==> src/inc/ppfs_pkg.sv <==
// Constants and types shared by the parallel-port pin-function select block.
package ppfs_pkg;

  // Pin group widths and general-purpose I/O bit positions.
  localparam int DATA_W     = 32;
  localparam int HALF_W     = 16;
  localparam int UPPER_LO   = 16;
  localparam int UPPER_HI   = 31;
  localparam int LOWER_HI   = 15;
  localparam int GPIO_LO    = 4;
  localparam int GPIO_HI    = 20;
  localparam int GPIO_UP_HI = 19;
  localparam int GPIO_CTRL  = 20;
  localparam int PIN_SYNC_W = 33;
  localparam int CTRL_SYNC  = 32;

  // Reset values.
  localparam logic HOLDER_EN_RST  = 1'b1;
  localparam logic CTRL0_MEM_IDLE = 1'b1;
  localparam logic SYNC_RST       = 1'b0;

  // Pin function chosen by the strap, latched while reset is held.
  typedef enum logic {
    PPFS_MODE_HOST = 1'b0,
    PPFS_MODE_MEM  = 1'b1
  } ppfs_mode_t;

  // Whether the first cycle after reset release has passed.
  typedef enum logic {
    PPFS_PH_RESET = 1'b0,
    PPFS_PH_RUN   = 1'b1
  } ppfs_phase_t;

endpackage

==> src/ppfs_pin_mux.sv <==
// Strap-selected pin function mux for the parallel-port data and C0 pins.
`timescale 1ns/1ns
module ppfs_pin_mux (
  input  wire logic                                   mclk,
  input  wire logic                                   sys_rst,
  input  wire logic                                   clkEn,
  input  wire logic                                   modeStrapPin,
  input  wire logic                                   busHolderCfg,
  input  wire logic [ppfs_pkg::DATA_W-1:0]            dataPinIn,
  output logic      [ppfs_pkg::DATA_W-1:0]            dataPinOut,
  output logic      [ppfs_pkg::DATA_W-1:0]            dataPinOe,
  output logic      [ppfs_pkg::DATA_W-1:0]            holdPinOut,
  output logic      [ppfs_pkg::DATA_W-1:0]            holdPinOe,
  input  wire logic                                   ctrlZeroPinIn,
  output logic                                        ctrlZeroPinOut,
  output logic                                        ctrlZeroPinOe,
  input  wire logic [ppfs_pkg::GPIO_HI:ppfs_pkg::GPIO_LO] gpioOut,
  input  wire logic [ppfs_pkg::GPIO_HI:ppfs_pkg::GPIO_LO] gpioDir,
  output logic      [ppfs_pkg::GPIO_HI:ppfs_pkg::GPIO_LO] gpioIn,
  input  wire logic [ppfs_pkg::HALF_W-1:0]            hostDataOut,
  input  wire logic                                   hostDataOe,
  output logic      [ppfs_pkg::HALF_W-1:0]            hostDataIn,
  output logic                                        hostNonMuxMode,
  input  wire logic [ppfs_pkg::DATA_W-1:0]            memDataOut,
  input  wire logic                                   memDataOe,
  output logic      [ppfs_pkg::DATA_W-1:0]            memDataIn,
  input  wire logic                                   memReadStrobe,
  output logic                                        memMode,
  output logic                                        holderEnabled
);
  import ppfs_pkg::*;

  //////////////////////////////////////////////////////////////////////////////
  // Declarations.

  logic                            strapSync;
  logic [PIN_SYNC_W-1:0]           pinSync;
  ppfs_mode_t                      modeSel_q;
  ppfs_phase_t                     phase_q;
  logic [DATA_W-1:0]               dataOut_d;
  logic [DATA_W-1:0]               dataOe_d;
  logic                            ctrlOut_d;
  logic                            ctrlOe_d;
  logic [GPIO_HI:GPIO_LO]          gpioIn_d;
  logic [HALF_W-1:0]               hostIn_d;
  logic [DATA_W-1:0]               hostWord_d;
  logic [DATA_W-1:0]               memIn_d;

  // Passes a word only when the chosen mode owns the pins.
  function automatic logic [DATA_W-1:0] ownedBy(
    input ppfs_mode_t        sel,
    input ppfs_mode_t        owner,
    input logic [DATA_W-1:0] val
  );
    ownedBy = (sel == owner) ? val : '0;
  endfunction

  //////////////////////////////////////////////////////////////////////////////
  // Synchronisers and holders.

  ppfs_sync2 #(.WIDTH(1)) strapSyncInst (
    .mclk    (mclk),
    .sys_rst (sys_rst),
    .clkEn   (clkEn),
    .asyncIn (modeStrapPin),
    .syncOut (strapSync)
  );

  ppfs_sync2 #(.WIDTH(PIN_SYNC_W)) pinSyncInst (
    .mclk    (mclk),
    .sys_rst (sys_rst),
    .clkEn   (clkEn),
    .asyncIn ({ctrlZeroPinIn, dataPinIn}),
    .syncOut (pinSync)
  );

  ppfs_bus_holder #(.WIDTH(DATA_W)) holderInst (
    .mclk       (mclk),
    .sys_rst    (sys_rst),
    .clkEn      (clkEn),
    .holdEnable (holderEnabled),
    .driveOeD   (dataOe_d),
    .pinLevel   (pinSync[DATA_W-1:0]),
    .holdOut    (holdPinOut),
    .holdOe     (holdPinOe)
  );

  //////////////////////////////////////////////////////////////////////////////
  // Strap latch and phase.

  // The strap is sampled on every reset cycle, so the value seen on the
  // last edge with reset still high wins; afterwards the pin is never looked at again.
  always_ff @(posedge mclk) begin
    if (clkEn) begin
      if (sys_rst) begin
        modeSel_q <= ppfs_mode_t'(strapSync);
      end
    end
  end

  always_ff @(posedge mclk) begin
    if (clkEn) begin
      if (sys_rst) begin
        phase_q <= PPFS_PH_RESET;
      end else begin
        phase_q <= PPFS_PH_RUN;
      end
    end
  end

  always_ff @(posedge mclk) begin
    if (clkEn) begin
      if (sys_rst) begin
        holderEnabled <= HOLDER_EN_RST;
      end else begin
        holderEnabled <= busHolderCfg;
      end
    end
  end

  always_ff @(posedge mclk) begin
    if (clkEn) begin
      if (sys_rst) begin
        hostNonMuxMode <= 1'b0;
        memMode        <= 1'b0;
      end else begin
        hostNonMuxMode <= (modeSel_q == PPFS_MODE_HOST);
        memMode        <= (modeSel_q == PPFS_MODE_MEM);
      end
    end
  end

  //////////////////////////////////////////////////////////////////////////////
  // Output routing.

  always_comb begin
    dataOut_d = '0;
    dataOe_d  = '0;
    ctrlOut_d = 1'b0;
    ctrlOe_d  = 1'b0;
    if (!sys_rst) begin
      unique case (modeSel_q)
        PPFS_MODE_HOST: begin
          dataOut_d[UPPER_HI:UPPER_LO] = gpioOut[GPIO_UP_HI:GPIO_LO];
          dataOe_d[UPPER_HI:UPPER_LO]  = gpioDir[GPIO_UP_HI:GPIO_LO];
          dataOut_d[LOWER_HI:0]        = hostDataOut;
          dataOe_d[LOWER_HI:0]         = {HALF_W{hostDataOe}};
          ctrlOut_d                    = gpioOut[GPIO_CTRL];
          ctrlOe_d                     = gpioDir[GPIO_CTRL];
        end
        PPFS_MODE_MEM: begin
          dataOut_d = memDataOut;
          dataOe_d  = {DATA_W{memDataOe}};
          ctrlOut_d = memReadStrobe;
          ctrlOe_d  = 1'b1;
        end
      endcase
      // On the release edge every data pin and the GPIO C0 pin come up as
      // inputs whatever the outside logic asks, so nothing fights the bus
      // before software has set directions.
      if (phase_q == PPFS_PH_RESET) begin
        dataOe_d  = '0;
        ctrlOut_d = CTRL0_MEM_IDLE;
        ctrlOe_d  = (modeSel_q == PPFS_MODE_MEM);
      end
    end
  end

  always_ff @(posedge mclk) begin
    if (clkEn) begin
      dataPinOut     <= dataOut_d;
      dataPinOe      <= dataOe_d;
      ctrlZeroPinOut <= ctrlOut_d;
      ctrlZeroPinOe  <= ctrlOe_d;
    end
  end

  //////////////////////////////////////////////////////////////////////////////
  // Input routing.

  always_comb begin
    gpioIn_d = '0;
    if (!sys_rst && modeSel_q == PPFS_MODE_HOST) begin
      gpioIn_d = {pinSync[CTRL_SYNC], pinSync[UPPER_HI:UPPER_LO]};
    end
    hostWord_d = ownedBy(modeSel_q, PPFS_MODE_HOST, pinSync[DATA_W-1:0]);
    hostIn_d   = hostWord_d[LOWER_HI:0];
    memIn_d    = ownedBy(modeSel_q, PPFS_MODE_MEM, pinSync[DATA_W-1:0]);
  end

  always_ff @(posedge mclk) begin
    if (clkEn) begin
      if (sys_rst) begin
        gpioIn     <= '0;
        hostDataIn <= '0;
        memDataIn  <= '0;
      end else begin
        gpioIn     <= gpioIn_d;
        hostDataIn <= hostIn_d;
        memDataIn  <= memIn_d;
      end
    end
  end

  //////////////////////////////////////////////////////////////////////////////
  // Checks.

  AST_HOST_UPPER_GPIO: assert property (@(posedge mclk) disable iff (sys_rst)
    clkEn && modeSel_q == PPFS_MODE_HOST && phase_q == PPFS_PH_RUN
    |=> dataPinOut[31:16] == $past(gpioOut[19:4])
        && dataPinOe[31:16] == $past(gpioDir[19:4]))
    else $error("Upper pins do not follow GPIO in host mode.");

  AST_GPIO_UP_INPUT: assert property (@(posedge mclk) disable iff (sys_rst)
    clkEn && phase_q == PPFS_PH_RESET && modeSel_q == PPFS_MODE_HOST
    |=> dataPinOe[31:16] == 16'h0000)
    else $error("Upper GPIO pins driven after reset.");

  AST_MEM_UPPER: assert property (@(posedge mclk) disable iff (sys_rst)
    clkEn && modeSel_q == PPFS_MODE_MEM && phase_q == PPFS_PH_RUN
    |=> dataPinOut[31:16] == $past(memDataOut[31:16]))
    else $error("Upper pins do not carry memory data.");

  AST_MEM_UP_INPUT: assert property (@(posedge mclk) disable iff (sys_rst)
    clkEn && phase_q == PPFS_PH_RESET && modeSel_q == PPFS_MODE_MEM
    |=> dataPinOe[31:16] == 16'h0000)
    else $error("Upper memory data driven after reset.");

  AST_LOWER_ROUTE: assert property (@(posedge mclk) disable iff (sys_rst)
    clkEn && phase_q == PPFS_PH_RUN
    |=> dataPinOut[15:0] == (memMode ? $past(memDataOut[15:0])
                                     : $past(hostDataOut)))
    else $error("Lower pins carry the wrong source.");

  // Three reset edges first, so the strap has filled both sync stages.
  AST_MODE_LATCH: assert property (@(posedge mclk)
    (clkEn && sys_rst) [*3] |=> modeSel_q == $past(strapSync))
    else $error("Strap not captured during reset.");

  AST_HOLDER_RESET: assert property (@(posedge mclk)
    clkEn && sys_rst ##1 clkEn && !sys_rst |=> holderEnabled
      == $past(busHolderCfg))
    else $error("Holder enable not restored or not following config.");

  AST_NONMUX_MODE: assert property (@(posedge mclk) disable iff (sys_rst)
    clkEn && phase_q == PPFS_PH_RUN
    |=> hostNonMuxMode == (modeSel_q == PPFS_MODE_HOST)
        && hostNonMuxMode != memMode)
    else $error("Non-multiplexed flag wrong.");

  AST_HOST_LOWER_INPUT: assert property (@(posedge mclk) disable iff (sys_rst)
    clkEn && phase_q == PPFS_PH_RESET && modeSel_q == PPFS_MODE_HOST
    |=> dataPinOe[15:0] == 16'h0000)
    else $error("Host data driven after reset.");

  AST_MEM_LOWER_INPUT: assert property (@(posedge mclk) disable iff (sys_rst)
    clkEn && phase_q == PPFS_PH_RESET && modeSel_q == PPFS_MODE_MEM
    |=> dataPinOe[15:0] == 16'h0000)
    else $error("Lower memory data driven after reset.");

  AST_CTRL0_ROUTE: assert property (@(posedge mclk) disable iff (sys_rst)
    clkEn && phase_q == PPFS_PH_RUN
    |=> ctrlZeroPinOut == (memMode ? $past(memReadStrobe)
                                   : $past(gpioOut[20])))
    else $error("C0 carries the wrong source.");

  AST_HOLDER_NO_FIGHT: assert property (@(posedge mclk) disable iff (sys_rst)
    (holdPinOe & dataPinOe) == 32'h00000000)
    else $error("Holder drives a pin the mux drives.");

  AST_GPIO20_INPUT: assert property (@(posedge mclk) disable iff (sys_rst)
    clkEn && phase_q == PPFS_PH_RESET && modeSel_q == PPFS_MODE_HOST
    |=> !ctrlZeroPinOe)
    else $error("GPIO bit 20 driven after reset.");

  AST_CTRL0_MEM_ONE: assert property (@(posedge mclk)
    clkEn && sys_rst ##1 clkEn && !sys_rst && modeSel_q == PPFS_MODE_MEM
    |=> ctrlZeroPinOe && ctrlZeroPinOut)
    else $error("Memory C0 not driving one after reset.");

  AST_CTRL0_RESET_Z: assert property (@(posedge mclk)
    clkEn && sys_rst |=> !ctrlZeroPinOe && dataPinOe == 32'h00000000)
    else $error("Pins driven during reset.");

  AST_MODE_HOLD: assert property (@(posedge mclk)
    !sys_rst |=> sys_rst || $stable(modeSel_q))
    else $error("Latched mode changed out of reset.");

endmodule

==> src/ppfs_sync2.sv <==
// Two-stage synchroniser for levels that arrive from outside the clock domain.
`timescale 1ns/1ns
module ppfs_sync2 #(
  parameter int WIDTH = 1
) (
  input  wire logic             mclk,
  input  wire logic             sys_rst,
  input  wire logic             clkEn,
  input  wire logic [WIDTH-1:0] asyncIn,
  output logic      [WIDTH-1:0] syncOut
);
  import ppfs_pkg::*;

  logic [WIDTH-1:0] meta_q;

  // The first stage feeds only the second stage. Neither stage is reset.
  // The strap must travel through both while reset is held, and a reset
  // stage would hand the latch nothing but its reset level. The reset
  // port stays so that every block here is hooked up the same way.
  always_ff @(posedge mclk) begin
    if (clkEn) begin
      meta_q  <= asyncIn;
      syncOut <= meta_q;
    end
  end

endmodule

==> src/ppfs_bus_holder.sv <==
// Bus holders that keep undriven data pins at their last level.
`timescale 1ns/1ns
module ppfs_bus_holder #(
  parameter int WIDTH = 32
) (
  input  wire logic             mclk,
  input  wire logic             sys_rst,
  input  wire logic             clkEn,
  input  wire logic             holdEnable,
  input  wire logic [WIDTH-1:0] driveOeD,
  input  wire logic [WIDTH-1:0] pinLevel,
  output logic      [WIDTH-1:0] holdOut,
  output logic      [WIDTH-1:0] holdOe
);
  import ppfs_pkg::*;

  // The keeper follows the synchronised pin, so whatever party drove the
  // pin last, that level is what the holder keeps once the pin floats.
  // Its value settles three cycles after the pin, a fair price for a keeper.
  always_ff @(posedge mclk) begin
    if (clkEn) begin
      if (sys_rst) begin
        holdOut <= '0;
        holdOe  <= '0;
      end else begin
        holdOut <= pinLevel;
        holdOe  <= {WIDTH{holdEnable}} & ~driveOeD;
      end
    end
  end

endmodule

==> config.mk <==
export PLATFORM = sky130hd
export DESIGN_NAME = ppfs_pin_mux
export DESIGN_NICKNAME = d
export VERILOG_FILES = /design/src/inc/ppfs_pkg.sv /design/src/ppfs_pin_mux.sv /design/src/ppfs_sync2.sv /design/src/ppfs_bus_holder.sv
export SDC_FILE = /design/constraint.sdc
export NUM_CORES = 1
export LEC_CHECK = 0
export BUFFER_PORTS_ARGS = -buffer_cell sky130_fd_sc_hd__buf_2
export CAP_MARGIN = 15
export CORE_MARGIN = 2
export CORE_UTILIZATION = 50
export CTS_BUF_LIST = sky130_fd_sc_hd__clkbuf_4 sky130_fd_sc_hd__clkbuf_8 sky130_fd_sc_hd__clkbuf_16
export DETAILED_ROUTE_END_ITERATION = 12
export MAX_ROUTING_LAYER = met4
export PLACE_DENSITY = 0.81
export SYNTH_ARGS = -nofsm -noshare
export SYNTH_HDL_FRONTEND = slang
export SYNTH_SLANG_ARGS = --single-unit
export TNS_END_PERCENT = 20
==> constraint.sdc <==
create_clock -name mclk -period 1.55 [get_ports mclk]
set_input_delay 0.31 -clock mclk [delete_from_list [all_inputs] [get_ports mclk]]
set_output_delay 0.31 -clock mclk [all_outputs]
set_load 0.02 [all_outputs]
# Yosys cells after proc, flatten, opt, wreduce, memory -nomap -nowiden
# Cells that the tools add are included.
# op_classes
muxes,9
reduce_logical,6
n_bitwise,4
# ops
op,n
case mux 32 bit (2 select lines),2
2-to-1 mux 32 bit,2
AND 32 bit,1
inverter 32 bit,1
OR reduction 2 bit,3
case mux 1 bit (2 select lines),2
2-to-1 mux 1 bit,3
inverter 1 bit,2
AND reduction 2 bit,1
logical AND 1 bit,1
logical NOT 1 bit,1
# totals
ff_bits,268
elab_cells,37
output_inout_bits,198

# Logic depth before layout (Yosys ltp)
# Gate-level depths: netlist of the first run.
# logic_depth
word_depth,6
depth_mapped,5
depth_no_buf,2

# By module
# From an unflattened synthesis of the first run, not the netlist that was laid out.
# unflattened
hier_cells,535
area_unflattened_um2,9600.5
# modules_own_cells
module,seq_area_each_um2,instances,cells_per_inst,area_per_inst_um2
ppfs_pin_mux,3633.5,1,329,4962.3
ppfs_bus_holder,1921.8,1,138,2596.2
ppfs_sync2 at pinSyncInst,1981.9,1,66,1981.9
ppfs_sync2 at strapSyncInst,60.1,1,2,60.1

# Worst setup path after synthesis of the first run
# OpenSTA, ideal clock, no wires.
# synth_path
path_kind,reg2reg
from,register modeSel_q
to,"register dataPinOe[21] (netlist bit), data pin"
arrival_time_ns,1.076
setup_ns,0.257
stages_incl_launch_ff,5
required_time_ns,1.293
synth_period_minus_slack_ns,1.333
slack_ns,0.217
cell_sequence,edfxtp_1 buf_6 buf_6 mux2_4 nor2b_1
# synth_between
elab_chain_cells,4
# synth_rtl
item,line_no,source
start: declaration,ppfs_pin_mux.sv:38,ppfs_mode_t modeSel_q;
start signal: assignment,ppfs_pin_mux.sv:96,modeSel_q <= ppfs_mode_t'(strapSync);
inverter 1 bit,ppfs_pin_mux.sv:142,unique case (modeSel_q)
case mux 32 bit (2 select lines) *,ppfs_pin_mux.sv:142,
2-to-1 mux 32 bit *,ppfs_pin_mux.sv:161,if (phase_q == PPFS_PH_RESET) begin
2-to-1 mux 32 bit *,ppfs_pin_mux.sv:141,if (!sys_rst) begin
via dataOe_d[21],ppfs_pin_mux.sv:41,logic [DATA_W-1:0] dataOe_d;
end signal: assignment,ppfs_pin_mux.sv:172,dataPinOe <= dataOe_d;
end: declaration,ppfs_pin_mux.sv:11,"output logic [ppfs_pkg::DATA_W-1:0] dataPinOe,"
# The timed path passes the listed nets; every way through them passes the cells marked *.
# A chain may end at the register's enable or synchronous reset.

# Final worst setup path of the first run
# layout_path
from,register modeSel_q
to,"register dataPinOe[30] (netlist bit), data pin"
# The elaborated chain is that of the path after synthesis.

==> results by group, run 1 <==
Detailed routing
  • Via count: 5352
  • 1st-iter DRT viols: 260
  • Final wirelength: approximately 19 mm
  • Drt first pass iters: 4
  • DR WL/cell: 17.6 um
  • Residual DRC: 0
  • Via density: about 5
  • Post-route ant nets: 0

Pwr
  • Power density cells: between 1000 and 1500 mW/mm^2
  • Maximum vdd drop: 1.05 mV
  • Leak: approximately 5.1 nW

STA
  • Final Cycle Share: 102%
  • Final slew viol count: 0
  • Worst Max-Slew Pin Slew: ~0.8 ns
  • Unrepaired setup endpoints after global routing: yes
  • Max_slew headroom: between 40% and 50%
  • Max Freq: about 630 MHz
  • # setup viols final: 16
  • PnR worst setup slack: -0.0360 ns
  • Fin crit period: approximately 1.6 ns
  • Final hold violation count: 0
  • Clock Skew: about 0.0080 ns

Logic synthesis
  • Largest area contributor in the netlist: edfxtp_1
  • Sequential share of the synthesized area: 78.0%
  • Synth top area share: between 70 and 80%
  • Synth Net Count: 640
  • Synth top cells by count: edfxtp_1 (238), and2_1 (66), nor2b_1 (49)
  • Avg Inst Size Synth: roughly 18 sq um
  • Main flop type after synthesis: edfxtp_1
  • Top cells by area, synth: edfxtp_1 (78%), and2_1 (4.5%), mux2i_1 (3.6%), nor2b_1 (3.3%), buf_4 (2.6%)
  • Yosys reg bits: about 240
  • Yosys warning count: 0
  • Most frequent cell after synthesis: edfxtp_1
  • Post-synth ARST share: 0%
  • Synth unique cells: 21
  • Mapped cell area: about 0.0092 sq mm
  • Post-synth EDFFs: about 240
  • Syn Inst Count: 517

Placed design
  • GPL Wtd Cong: 0.834
  • Pre-CTS worst setup slack: -0.0589 ns
  • Port Buf Inserts: 320
  • DP HPWL: around 13 mm

GRT
  • Gr usage total: between 10% and 20%
  • Initial antenna violation count: 0
  • First-pass GRT wire length: around 29 mm
  • Pin count of the biggest net entering global routing: 42
  • GRT overflow: 0
  • Number of global-route vias before repair: ~5400

Hold path
  • HP Class: in2reg
  • Worst hold path cell count: 1
  • Min-delay src: dataPinIn[2]
  • Worst Hold End: pinSyncInst.meta_q[2]$_DFFE_PP_

Clock tree
  • TritonCTS clock tree: done
  • Clk slew on worst S/H paths: 0.06 ns
  • Clock Path Buffers: 3
  • CTS Root Cell: clkbuf_16
  • Clock buffers created by TritonCTS: 24
  • Clock sinks: about 240
  • Worst-skew pair later-pin latency: around 0.5 ns
  • H-tree levels: 1

Setup path
  • Data required time of the worst path: approximately 1.8 ns
  • RR Startpoint: modeSel_q$_DFFE_PP_
  • Worst setup EP type: flip-flop
  • Kind of critical path: reg2reg
  • Setup slack, reg-to-reg: -0.04 ns
  • Crit start category: flip-flop
  • Cell depth of the worst flop-to-flop path: 3
  • Worst Path Arrival: 1.82 ns
  • Reg2reg end: dataPinOe[30]$_DFFE_PP_
  • CP Max Fanout: slightly above 40

Status
  • Violated checks: setup timing
  • Outcome: finished with violations

Job
  • Max Cap Violations: 0

Floorplanning
  • Core Footprint: around 0.018 sq mm
  • DIE AREA: around 0.02 sq mm
  • FP Rows: between 40 and 50
  • DIE HEIGHT: between 100 and 150 um
  • Die width: roughly 140 um
  • Initial core utilization: between 50 and 60%
  • IO Pins: ~320

Cells and area
  • Diodes inserted: 0
  • Final core occ: between 60% and 70%
  • Layout cells sized above 1: a little under half
  • NumNets Final: 980
  • Synth-to-layout area growth: 30.4%
==> worst max-delay path: stages, from the launching register on <==
cell	delay, ns
edfxtp_1	0.47
clkbuf_16	0.34
mux2_4	0.34
nor2b_1	0.14
==> cell type report <==
type                            count  area (sq um)
Multi-Input combinational cell    222          1620
Clock inverter                     11          51.3
Inverter                            1          3.75
Fill cell                        1262          6010
Timing Repair Buffer              370          2190
Sequential cell                   238          7150
Clock buffer                       29           656
Tap cell                          229           287
==> metrics by stage <==
stage          hold slack (ns)  cells  total power, mW  cell area, sq um  setup TNS, ns
2_1_floorplan            0.400    517             8.65              9170              0
3_3_place_gp             0.401   1025             9.25             10900       -0.00881
3_5_place_dp             0.405   1025             9.30             10900          -2.15
4_1_cts                 0.0120   1100             14.6             11900          -2.37
5_1_grt                 0.0121   1100             14.9             12000          -6.30
6_report                0.0270   1100             14.4             12000         -0.225
==> per-layer routing <==
metal	track usage, %	wire [um]	vias to the layer above
met5	-	0	-
met4	7.02	603	0
met3	4.34	1310	42
met2	33.8	9970	231
met1	23.8	7430	2568
li1	-	-	2511
==> sequential cells by signal (all words and copies together) (netlist names) <==
signal	count
ctrlZeroPinOe	1
ctrlZeroPinOut	1
dataPinOe	17
dataPinOut	32
gpioIn	17
holderEnabled	1
holderInst.holdOe	17
holderInst.holdOut	32
hostDataIn	16
hostNonMuxMode	1
memDataIn	32
memMode	1
modeSel_q	1
phase_q	1
pinSyncInst.meta_q	33
pinSyncInst.syncOut	33
strapSyncInst.meta_q	1
strapSyncInst.syncOut	1
==> kinds of logic (layout without fill, tap and decap cells) <==
logic type | Yosys count | in the layout | share of synthesized area, %
AOI/OAI and AO/OA | 19 | 19 | 1.57
buffers and inverters | 57 | 411 | 4.52
DFF | 238 | 238 | 78.0
muxes | 50 | 50 | 6.23
and+or+nand+nor | 153 | 153 | 9.71
==> how the worst max path moves through the flow <==
stage	from	depth (start not counted)	endpoint
2_1_floorplan	modeSel_q$_DFFE_PP_	4	dataPinOe[21]$_DFFE_PP_
3_3_place_gp	modeSel_q$_DFFE_PP_	2	memDataIn[29]$_SDFFCE_PP0P_
3_5_place_dp	modeSel_q$_DFFE_PP_	2	hostDataIn[13]$_SDFFCE_PP0P_
4_1_cts	modeSel_q$_DFFE_PP_	2	memDataIn[31]$_SDFFCE_PP0P_
5_1_grt	modeSel_q$_DFFE_PP_	2	memDataIn[23]$_SDFFCE_PP0P_
6_report	modeSel_q$_DFFE_PP_	3	dataPinOe[30]$_DFFE_PP_
==> placed cells by master (no fill, tap or decap), drive strengths merged <==
| cell | Yosys | final |
|---|---|---|
| buf | 45 | 336 |
| edfxtp | 238 | 238 |
| and2 | 66 | 66 |
| nor2b | 50 | 50 |
| nor2 | 34 | 34 |
| mux2i | 33 | 33 |
| dlygate4sd3 | 0 | 33 |
| clkbuf | 11 | 30 |
| a21oi | 19 | 19 |
| mux2 | 17 | 17 |
| clkinv | 0 | 11 |
| nand2b | 2 | 2 |
| inv | 1 | 1 |
| or2 | 1 | 1 |
==> report_power, final <==
part           internal (mW)  total, mW  switching, mW
Sequential              7.56       7.69          0.126
Combinational          0.612       1.56          0.949
Clock                   2.98       5.20           2.22
Total                   11.2       14.4           3.29
==> timing repair <==
| item | CTS | global route |
|---|---|---|
| setup buffers | 2 | 0 |
| endpoints found under the setup margin | 110 | 117 |
| endpoints found under the hold margin | 33 | 0 |
| gates resized for setup | 4 | 2 |
| pin swaps | 38 | 12 |
| hold buffers | 33 | 0 |
| cloned | 0 | 0 |
Power figures use the tool's default switching activity.
==> run 2: changes to the inputs <==
--- a/config.mk
+++ b/config.mk
@@ -7,7 +7,7 @@
 export LEC_CHECK = 0
 export BUFFER_PORTS_ARGS = -buffer_cell sky130_fd_sc_hd__buf_2
 export CAP_MARGIN = 15
-export CORE_MARGIN = 2
+export CORE_MARGIN = 3
 export CORE_UTILIZATION = 50
 export CTS_BUF_LIST = sky130_fd_sc_hd__clkbuf_4 sky130_fd_sc_hd__clkbuf_8 sky130_fd_sc_hd__clkbuf_16
 export DETAILED_ROUTE_END_ITERATION = 12
==> run 2 against run 1 <==
  * Clock-buffer cell count increased by 1
  * Largest cell class unchanged
  * Worst hold slack improved by 0.0045 ns
  * Sequential share of layout area decreased by 0.23 points
  * Critical endpoint is now memDataIn[25]$_SDFFCE_PP0P_
  * Critical path type unchanged
  * The run still ends with setup timing left
  * Wire length increased by 0.92%
  * Cell count increased by 0.36%
  * Power increased by 1.3%
==> results by group, run 2 (same netlist as run 1, synthesis figures left out) <==
GRT
  • Pin count of the biggest net entering global routing: between 60 and 70
  • Gr usage total: 19.1%
  • Initial antenna violation count: 0
  • First-pass GRT wire length: ~29 mm
  • GRT overflow: 0
  • Number of global-route vias before repair: 5545

Clock tree
  • Clock buffers created by TritonCTS: 24
  • TritonCTS clock tree: done
  • H-tree levels: 1
  • Clock sinks: approximately 240
  • Clock Path Buffers: 3
  • CTS Root Cell: clkbuf_16
  • Worst-skew pair later-pin latency: 0.49 ns
  • Clk slew on worst S/H paths: roughly 0.060 ns

Placed design
  • Port Buf Inserts: 320
  • DP HPWL: 13.3 mm
  • GPL Wtd Cong: approximately 0.76
  • Inst Count DP: 1028
  • Pre-CTS worst setup slack: -0.00823 ns

Floorplanning
  • Core Footprint: between 0.015 and 0.02 sq mm
  • DIE AREA: 0.0200 sq mm
  • FP Rows: 48
  • Initial core utilization: a little over half
  • IO Pins: around 320
  • DIE HEIGHT: approximately 140 um
  • Die width: around 140 um

Cells and area
  • Fin cells: about 1100
  • Largest regs: pinSyncInst.meta_q: 33 flops, pinSyncInst.syncOut: 33 flops
  • # fillers: approximately 1200
  • Most frequent cells in the layout: buf_2 (319), edfxtp_1 (238), and2_1 (65)
  • Final core occ: 68.2%
  • Synth-to-layout area growth: 30.9%
  • Layout cells sized above 1: 47.3%
  • Diodes inserted: 0
  • NumNets Final: between 900 and 1000
  • Sequential Area: about 0.0071 sq mm
  • Commonest non-fill, non-tap cell in the layout: buf_2
  • Area of the multi-input gates: about 0.0016 sq mm

Setup path
  • Data required time of the worst path: around 1.9 ns
  • Worst path cell trace: nor2b_4, and2_1
  • Buf/Inv on CP: 0
  • Setup slack, reg-to-reg: -0.009 ns
  • Worst setup EP type: flip-flop
  • Critical path's top delay family: simple AND/OR/NAND/NOR gates
  • Max incr delay on CP: between 0.7 and 0.8 ns
  • Kind of critical path: reg2reg
  • Worst Path Arrival: 1.91 ns
  • CP max stage cell: nor2b_4
  • CP Max Fanout: 33
  • Crit start category: flip-flop

Detailed routing
  • Drt first pass iters: 4
  • Post-route ant nets: 0
  • Via density: 4.88
  • 1st-iter DRT viols: about 220
  • Via count: between 5000 and 6000
  • Final wirelength: 19.5 mm
  • DR WL/cell: approximately 18 um
  • Residual DRC: 0

Pwr
  • Leak: slightly above 5 nW
  • Power density cells: between 1000 and 1500 mW/mm^2
  • Maximum vdd drop: around 1.3 mV

STA
  • Final Cycle Share: 101%
  • Fin crit period: roughly 1.6 ns
  • PnR worst setup slack: -0.00868 ns
  • Worst Max-Slew Pin Slew: 0.825 ns
  • Max_slew headroom: around 45%
  • Max Freq: 642 MHz
  • # setup viols final: 5
  • Final slew viol count: 0
  • Unrepaired setup endpoints after global routing: yes
  • Final hold violation count: 0
  • Final TNS setup: -0.0204 ns
  • Clock Skew: ~0.0073 ns

Status
  • Violated checks: setup timing
  • Outcome: finished with violations

Hold path
  • HP Class: in2reg

Job
  • Max Cap Violations: 0
-- run 2: cell count changes in the layout (fill, tap and decap cells not counted) --
cell,change
clkinv_1,-2
buf_4,+8
clkinv_2,+2
clkbuf_4,+1
clkbuf_16,-1
mux2_4,-4
clkinv_4,-1
mux2_2,+4
bufinv_16,+1
-- run 2: area by class of cell --
class / instances / share of cell area, %
sequential: 238 / 59.6
timing repair buffer: 377 / 18.5
multi-input combinational: 222 / 13.4
clock buffer: 30 / 5.53
tap: 225 / 2.35
clock inverter: 11 / 0.626
inverter: 1 / 0.0313
-- run 2: path summary, 6_finish.rpt --
path / cells past startpoint / start / endpoint
min: 1 / dataPinIn[3] / pinSyncInst.meta_q[3]$_DFFE_PP_
min reg2reg: 0 / pinSyncInst.meta_q[32]$_DFFE_PP_ / pinSyncInst.syncOut[32]$_DFFE_PP_
max: 2 / modeSel_q$_DFFE_PP_ / memDataIn[25]$_SDFFCE_PP0P_
max reg2reg: 2 / modeSel_q$_DFFE_PP_ / memDataIn[25]$_SDFFCE_PP0P_
-- run 2: per-stage QoR --
| step | area, sq um | power [mW] | hold slack (ns) |
|---|---|---|---|
| 2_1_floorplan | 9170 | 8.65 | 0.400 |
| 3_3_place_gp | 10900 | 9.26 | 0.400 |
| 3_5_place_dp | 10900 | 9.32 | 0.405 |
| 4_1_cts | 12000 | 14.8 | 0.0187 |
| 5_1_grt | 12000 | 15.2 | 0.00743 |
| 6_report | 12000 | 14.6 | 0.0315 |
-- run 2: power by group --
part	internal, mW	total, mW	switching, mW
clock	3.18	5.39	2.21
combinational	0.614	1.56	0.946
sequential	7.56	7.69	0.131
total	11.4	14.6	3.29
-- run 2: metal layers --
layer  vias to the layer above  part of all wire [%]  track usage [%]
met4                         0                   2.7             5.05
met1                      2602                    37             22.3
met5                         -                     0                -
met2                       229                    52             33.5
met3                        38                   7.7             4.65
li1                       2524                     -                -
-- run 2: repair_timing --
| item | in CTS | in global routing |
|---|---|---|
| pin swaps | 0 | 13 |
| hold buffers | 33 | 0 |
| gates cloned | 0 | 0 |
| endpoints found under the hold margin | 33 | 0 |
| gates resized for setup | 0 | 1 |
| setup endpoints to repair | 41 | 108 |
| buffers inserted | 2 | 0 |
-- run 2: worst reg2reg max path: stages, from the launching register on --
cell and delay [ns]:
edfxtp_1 0.44, nor2b_4 0.73, and2_1 0.25
